--- config.mk ---
export PLATFORM = sky130hd
export DESIGN_NAME = pwc_wake_ctrl
export DESIGN_NICKNAME = d
export VERILOG_FILES = /design/src/pwc_pkg.sv /design/src/pwc_wake_ctrl.sv
export SDC_FILE = /design/constraint.sdc
export NUM_CORES = 1
export LEC_CHECK = 0
export BUFFER_PORTS_ARGS = -buffer_cell sky130_fd_sc_hd__buf_2
export CORE_MARGIN = 5
export CORE_UTILIZATION = 30
export CTS_CLUSTER_SIZE = 16
export DETAILED_ROUTE_END_ITERATION = 8
export PLACE_DENSITY = 0.5
export SLEW_MARGIN = 40
export SYNTH_ARGS = -nofsm -noshare
export SYNTH_HDL_FRONTEND = slang
export SYNTH_SLANG_ARGS = --single-unit
--- constraint.sdc ---
create_clock -name clk -period 2 [get_ports clk]
set_clock_uncertainty 0.15 [all_clocks]
set_input_delay 0 -clock clk [delete_from_list [all_inputs] [get_ports clk]]
set_output_delay 0 -clock clk [all_outputs]
set_load 0.1 [all_outputs]
--- src/pwc_pkg.sv ---
// Purpose: Constants and types for the powerdown wake controller
// Assumes: One 250 MHz clock, synchronous active-high reset
// Notes: Rules follow below
// Operation
// [RULE1] Powerdown needs request bit set, then halt
// [RULE2] Only interrupt or reset ends powerdown
// [RULE3] Interrupt wake waits on timing pin
// [RULE4] Reset wake skips the timing pin delay
// [RULE5] Timing pin push-pull, capacitor sets delay; the code only drives it low, then releases it
// [RULE6] Interrupt pulse latched, never lost
// [RULE7] Clocks stopped, state kept while powered down
package pwc_pkg;

    // ****************************************
    // Timing
    // ****************************************
    localparam int CLK_PERIOD_NS = 4;
    // Discharge time before releasing the capacitor to charge
    localparam int DISCHARGE_NS = 100;
    localparam int DISCHARGE_CYC = (DISCHARGE_NS + CLK_PERIOD_NS - 1) / CLK_PERIOD_NS;
    localparam int CNT_W = 8;
    localparam logic [CNT_W-1:0] DISCHARGE_CNT = CNT_W'(DISCHARGE_CYC);
    localparam logic [CNT_W-1:0] CNT_RESET = 8'h00;

    // ****************************************
    // States
    // ****************************************
    typedef enum logic [3:0] {
        PWC_RUN = 4'h1,
        PWC_DOWN = 4'h2,
        PWC_DISCH = 4'h4,
        PWC_CHARGE = 4'h8
    } pwc_state_e;

    typedef struct packed {
        pwc_state_e state;
        logic [CNT_W-1:0] cnt;
        logic wake_pend;
        logic clk_en;
        logic pd_active;
        logic nmi_req;
        logic tmr_o;
        logic tmr_oe;
        logic nmi_s1;
        logic nmi_s2;
        logic tmr_s1;
        logic tmr_s2;
    } pwc_regs_s;

    localparam pwc_regs_s PWC_RESET = '{
        state: PWC_RUN, cnt: CNT_RESET, wake_pend: 1'b0, clk_en: 1'b1,
        pd_active: 1'b0, nmi_req: 1'b0, tmr_o: 1'b0, tmr_oe: 1'b0,
        nmi_s1: 1'b0, nmi_s2: 1'b0, tmr_s1: 1'b0, tmr_s2: 1'b0
    };

endpackage : pwc_pkg

--- src/pwc_wake_ctrl.sv ---
// Purpose: Enters powerdown on request plus halt, wakes on interrupt or reset
// Assumes: Reset input already synchronous; nmi and timing pin are async
// Notes: Timing pin discharged low, then released; wake when it reads high
`timescale 1ns/100ps
`default_nettype none
module pwc_wake_ctrl (
    input wire logic clk,
    input wire logic rst,
    input wire logic powerdown_request_bit,
    input wire logic halt_exec,
    input wire logic nmi,
    input wire logic nmi_ack,
    input wire logic pdtmr_in,
    output logic pdtmr_out,
    output logic pdtmr_oe,
    output logic clk_enable,
    output logic powerdown_active,
    output logic nmi_request
);
    import pwc_pkg::*;

    pwc_regs_s r;
    pwc_regs_s next_r;

    // ****************************************
    // Next state
    // ****************************************
    always_comb begin
        next_r = r;
        next_r.nmi_s1 = nmi;
        next_r.nmi_s2 = r.nmi_s1;
        next_r.tmr_s1 = pdtmr_in;
        next_r.tmr_s2 = r.tmr_s1;
        // Set beats acknowledge so a pulse in the ack cycle survives
        if (r.nmi_s2) begin
            next_r.nmi_req = 1'b1; // [RULE6]
            next_r.wake_pend = r.state != PWC_RUN; // [RULE6]
        end else if (nmi_ack) begin
            next_r.nmi_req = 1'b0;
        end
        unique case (r.state)
            PWC_RUN: begin
                next_r.tmr_oe = 1'b0;
                if (powerdown_request_bit && halt_exec) begin
                    next_r.state = PWC_DOWN; // [RULE1]
                    next_r.clk_en = 1'b0; // [RULE7]
                    next_r.pd_active = 1'b1;
                    next_r.wake_pend = 1'b0;
                end
            end
            PWC_DOWN: begin
                // Clocks held off, registers other than the synchronizers and nmi_req untouched until interrupt [RULE7]
                if (r.wake_pend || r.nmi_s2) begin
                    next_r.state = PWC_DISCH; // [RULE2]
                    next_r.cnt = CNT_RESET;
                    next_r.tmr_o = 1'b0;
                    next_r.tmr_oe = 1'b1; // [RULE5]
                end
            end
            PWC_DISCH: begin
                // Drains the capacitor so every delay starts from empty
                if (r.cnt == DISCHARGE_CNT - 8'h01) begin
                    next_r.state = PWC_CHARGE;
                    next_r.tmr_oe = 1'b0; // [RULE5]
                end else begin
                    next_r.cnt = r.cnt + 8'h01;
                end
            end
            PWC_CHARGE: begin
                // Delay length is set by the board capacitor plus the two-flop pin synchronizer
                if (r.tmr_s2) begin
                    next_r.state = PWC_RUN; // [RULE3]
                    next_r.clk_en = 1'b1; // [RULE3]
                    next_r.pd_active = 1'b0;
                    next_r.wake_pend = 1'b0;
                end
            end
            default: begin
                next_r = PWC_RESET;
            end
        endcase
        // Reset wake returns to run at once, no pin delay [RULE4]
        if (rst) begin
            next_r = PWC_RESET; // [RULE4]
        end
    end

    always_ff @(posedge clk) begin
        r <= next_r;
    end

    // ****************************************
    // Outputs
    // ****************************************
    assign pdtmr_out = r.tmr_o;
    assign pdtmr_oe = r.tmr_oe;
    assign clk_enable = r.clk_en;
    assign powerdown_active = r.pd_active;
    assign nmi_request = r.nmi_req;

endmodule : pwc_wake_ctrl
`default_nettype wire

==> metrics.csv, run 1 <==
stage;metric;value;unit
floorplan;die area;4580;um^2
routing;vias;931;
setup_path;CP arrival;2.02;ns
layout;sequential cell area;424;um^2
timing;Hold Vio Cnt, Final;0;
timing;post-route minimum period;1.93;ns
floorplan;Core Region;3280;um^2
timing;Max Slew Vio Count;0;
routing;Routed Antenna Nets;0;
timing;Setup Viol. Count Final;0;
routing;M1 WL;1.03;mm
timing;maximum clock frequency;518;MHz
routing;remaining routing DRC violations;0;
clock_network;CTS buffer count;3;
timing;RSZ-0062 raised after global routing;yes;
logic_synthesis;Netlist cell types;37;
setup_path;crit-path max FO;8;
clock_network;worst-skew pair later-pin latency;0.30;ns
placed_design;Post-Place Cells;174;
logic_synthesis;Mapped Avg Cell Area;8.45;um^2
run;Max-Cap Viols;0;
clock_network;CTS Sinks;21;
layout;Ant. Diodes;0;
global_routing;initial antenna violation count;0;
floorplan;Die Y;67.7;um
layout;final non-filler cell total;185;
clock_network;Root Driver;clkbuf_4;
layout;Util after Layout;0.372;
routing;top routing layer in use;met4;
pwr;Max IR drop VDD;0.344;mV
logic_synthesis;cells after synthesis;118;
placed_design;Placer Congestion;0.843;
floorplan;# rows;21;
clock_network;CTS clk-pin slew, worst paths;0.12;ns
run_status;outcome;completed;
logic_synthesis;top post-synthesis cells by area;dfxtp_1, a21oi_1, o21ai_0;
global_routing;grt ovf;0;
routing;final WL;2.21;mm
setup_path;CP Data Required Time;2.09;ns
timing;relative slew slack;0.669;
placed_design;port buffer count;10;
global_routing;all-layer global routing usage;0.113;
layout;area of the multi-input gates;531;um^2
pwr;P_leak;0.456;nW
routing;DRT iter0 DRCs;28;
floorplan;Initial Util;0.304;
floorplan;I/O pin total;12;
hold_path;Hold Path Class;in -> reg;
logic_synthesis;Seq/Total Area, Yosys;0.422;
clock_network;Max clock buf depth;2;
global_routing;first-pass GRT wire length;4.01;mm
floorplan;die width;67.7;um
routing;iteration count of the initial detailed-routing pass;4;
clock_network;CTS tree;built;
logic_synthesis;syn nets;127;
setup_path;critical setup path kind;reg -> reg;
routing;DR WL met2;1.06;mm
setup_path;nature of the critical path startpoint;register;
timing;Setup TNS Final;0;ns
timing;worst hold slack;0.289;ns
logic_synthesis;Syn. warnings;0;
placed_design;Detailed Place HPWL;1.64;mm
clock_network;H-tree levels;1;
logic_synthesis;Syn Std Cell Area;997;um^2
logic_synthesis;dominant cell type by area after synthesis;dfxtp_1;
layout;ratio of cells with drive above 1 in the final layout;0.187;
clock_network;Setup Buffers After CTS;0;
global_routing;vias in the first global route;893;
pwr;P per Cell Area;608;nW/um^2
routing;DR WL/cell;11.9;um
layout;Design Area, Final;1220;um^2
logic_synthesis;Synth Register Bits;21;
layout;synthesis-to-finish area growth;22.6;%
routing;Via-to-Cell Ratio;5.03;
timing;period utilisation layout;0.964;
setup_path;Worst Setup End Kind;register;
global_routing;largest net degree at the start of global routing;16;
layout;fin nets;149;
placed_design;dpl cell area;1110;um^2
layout;most common cell after layout, fill and taps aside;dfxtp_1;
routing;DR WL met3;89;um
layout;most frequent cells in the layout;dfxtp_1, a21oi_1, nor2_1, buf_2, o21ai_0;
timing;Worst-Margin Slew;0.492;ns
logic_synthesis;Synth top area share;0.422;
layout;FILL cells;345;
[kinds of logic (layout without fill, tap and decap cells)]
group,after synthesis,in the layout,share of synthesized area
buffers and inverters,11,32,0.0577
AOI/OAI and AO/OA,37,37,0.223
adders and majority gates,2,2,0.0251
DFF,21,21,0.422
other,1,1,0.00376
xor gates and xnor gates,1,1,0.00878
and+or+nand+nor,45,45,0.260
[worst max-delay path: stages, from the launching register on]
cell     delay, ns
dfxtp_4       0.39
or4b_4        0.56
a31o_4        0.25
or4_1         0.39
a31oi_1       0.13
[report_power, final]
part           total [mW]  switching, mW  internal, mW
sequential          0.434        0.00613         0.428
combinational       0.104         0.0695        0.0343
clock               0.205          0.127        0.0778
[synthesized netlist by cell type]
cell	number
or3_1	1
nor2b_1	1
o31ai_1	2
nand2_1	5
inv_1	5
and3_1	2
nand3_1	3
a31o_2	1
conb_1	1
nand2b_1	2
a211oi_1	2
ha_1	2
nor4b_1	1
clkbuf_1	2
o211ai_1	1
or4b_4	1
buf_2	1
xor2_1	1
a22oi_1	2
dfxtp_1	21
or4b_2	1
a21oi_1	11
and2_1	5
o21ai_0	9
a31o_1	1
a31oi_1	7
and4_1	1
a22o_1	1
nand4_1	2
nor3_1	5
nor2_1	11
or4_1	1
buf_6	1
nor4_1	1
buf_4	2
nor4b_2	1
nor3b_1	1
[worst paths after layout]
kind	from	endpoint	slack, ns	depth (start not counted)
setup / recovery	r[19]	r[16]	0.07	4
hold / removal	pdtmr_in	r[1]	0.29	3
setup reg to reg	r[19]	r[16]	0.07	4
hold reg to reg	r[3]	r[2]	0.30	1
[final cells by class]
| class | count | share of cell area |
|---|---|---|
| Timing Repair Buffer | 23 | 0.135 |
| Clock buffer | 4 | 0.0215 |
| Inverter | 5 | 0.0154 |
| Sequential cell | 21 | 0.347 |
| Tap cell | 46 | 0.0471 |
| Multi-Input combinational cell | 86 | 0.434 |
[routing by layer]
layer  up-vias  GRT usage
met4         0     0.0380
met1       435      0.148
li1        478          -
met3         2     0.0216
met5         -          0
met2        16      0.182
[what timing repair did]
| item | CTS | global route |
|---|---|---|
| hold buffers | 7 | 0 |
| setup endpoints to repair | 0 | 7 |
| gates resized for setup | 0 | 4 |
| endpoints found under the hold margin | 14 | 0 |
[through the flow]
step                      total power, mW  setup slack (ns)
after floorplan                     0.520            0.0908
after global placement              0.537            0.0951
after detailed placement            0.537            0.0635
after CTS                           0.757            0.0270
after global routing                0.785           -0.0157
final                               0.743            0.0713
[state kept, by name, indices dropped and copies added (netlist names)]
signal / count
clk_enable: 1
r: 17
powerdown_active: 1
pdtmr_oe: 1
nmi_request: 1
Note: power is estimated with default switching activity, not from simulation.
==> inputs of run 2 (changes only) <==
- CORE_UTILIZATION: 30 -> 50
- PLACE_DENSITY: 0.5 -> 0.75
==> run 2 against run 1 <==
Register-to-register slack about the same; wire length increased by 16%; cell count decreased by 9.2%; global-route usage increased by 9.1 points; highest routed layer unchanged.
==> metrics.csv, run 2 (synthesis gave the netlist of run 1 again) <==
stage;metric;value;unit
clock_network;H-tree levels;1;
timing;maximum clock frequency;519;MHz
routing;Via-to-Cell Ratio;5.90;
clock_network;CTS clk-pin slew, worst paths;0.13;ns
placed_design;Post-Place Cells;156;
routing;final WL;2.55;mm
clock_network;CTS tree;built;
routing;DRT iter0 DRCs;47;
placed_design;Detailed Place HPWL;1.70;mm
timing;post-route minimum period;1.93;ns
placed_design;Place WS;0.0775;ns
floorplan;Core Region;1920;um^2
clock_network;CTS Sinks;21;
global_routing;first-pass GRT wire length;4.19;mm
global_routing;initial antenna violation count;0;
floorplan;Initial Util;0.519;
floorplan;die area;2990;um^2
timing;Setup Viol. Count Final;0;
timing;Worst Slack Setup Final;0.0739;ns
layout;fin nets;151;
layout;Ant. Diodes;0;
routing;vias;992;
timing;Hold Vio Cnt, Final;0;
pwr;total power;0.760;mW
global_routing;grt ovf;0;
clock_network;worst-skew pair later-pin latency;0.31;ns
setup_path;reg2reg path depth;4;
routing;Routed Antenna Nets;0;
routing;iteration count of the initial detailed-routing pass;5;
layout;Util after Layout;0.645;
routing;remaining routing DRC violations;0;
layout;ratio of cells with drive above 1 in the final layout;0.220;
setup_path;reg2reg setup slack;0.07;ns
timing;Max Slew Vio Count;0;
layout;most common cell after layout, fill and taps aside;dfxtp_1;
timing;RSZ-0062 raised after global routing;no;
setup_path;Worst setup startpoint;r[19];
routing;DR WL/cell;15.2;um
setup_path;crit-path max FO;4;
timing;Setup TNS Final;0;ns
timing;worst hold slack;0.272;ns
setup_path;nature of the critical path startpoint;register;
hold_path;Hold Path Class;in -> reg;
global_routing;vias in the first global route;878;
setup_path;critical setup path kind;reg -> reg;
run;Max-Cap Viols;0;
setup_path;CP arrival;2.01;ns
clock_network;CTS buffer count;3;
pwr;Max IR drop VDD;0.525;mV
floorplan;Die Y;54.7;um
timing;period utilisation layout;0.963;
floorplan;# rows;16;
setup_path;reg2reg start;r[19];
layout;Design Area, Final;1240;um^2
global_routing;largest net degree at the start of global routing;16;
layout;Largest register FFs;17;
run_status;outcome;completed;
pwr;P per Cell Area;613;nW/um^2
placed_design;port buffer count;10;
setup_path;Worst R2R End;r[16];
floorplan;die width;54.7;um
clock_network;Max clock buf depth;2;
setup_path;crit path capture;r[16];
floorplan;I/O pin total;12;
setup_path;Worst Setup End Kind;register;
pwr;P_leak;0.481;nW
clock_network;Root Driver;clkbuf_4;
layout;synthesis-to-finish area growth;24.3;%
layout;largest reg by FF count;r;
layout;most frequent cells in the layout;dfxtp_1, a21oi_1, nor2_1, buf_2, o21ai_0;
placed_design;Placer Congestion;0.912;
layout;final non-filler cell total;168;
setup_path;CP Data Required Time;2.09;ns
placed_design;dpl cell area;1090;um^2
global_routing;all-layer global routing usage;0.203;
==> run 2: worst min-delay path by stage <==
stage	startpoint	end	slack [ns]	cells past startpoint
after detailed placement	nmi	r[3]	0.05	2
after global placement	pdtmr_in	r[1]	0.05	2
after floorplan	pdtmr_in	r[1]	-0.03	1
after global routing	nmi	r[3]	0.28	3
final	nmi	r[3]	0.27	3
after CTS	nmi	r[3]	0.26	3
==> run 2: power breakdown <==
part / switching (mW) / leakage, nW / internal (mW)
Sequential: 0.00523 / 0.171 / 0.429
Clock: 0.138 / 0.0177 / 0.0747
Combinational: 0.0759 / 0.292 / 0.0371
==> run 2: final cells by class <==
type / instances / area (um^2)
Clock buffer: 3 / 22.5
Sequential cell: 21 / 422
Tap cell: 27 / 33.8
Inverter: 5 / 18.8
Fill cell: 168 / 682
Timing Repair Buffer: 25 / 180
Clock inverter: 1 / 5.00
Multi-Input combinational cell: 86 / 558
==> run 2: per-layer routing <==
metal / track usage / wire [um] / vias up
met1: 0.262 / 1070 / 452
li1: - / - / 482
met5: 0 / 0 / -
met4: 0.0913 / 65 / 0
met2: 0.317 / 1230 / 50
met3: 0.0490 / 186 / 8
==> run 2: repair_timing <==
item,CTS,global route
endpoints found under the hold margin,14,0
gates resized for setup,0,8
hold buffers,7,0
buffers inserted,0,1
setup endpoints to repair,0,4
==> run 2: critical path: stages (launching register included) <==
cell and delay [ns]:
dfxtp_1 0.35, or4b_4 0.55, a31o_4 0.24, or4_1 0.40, a31oi_1 0.16
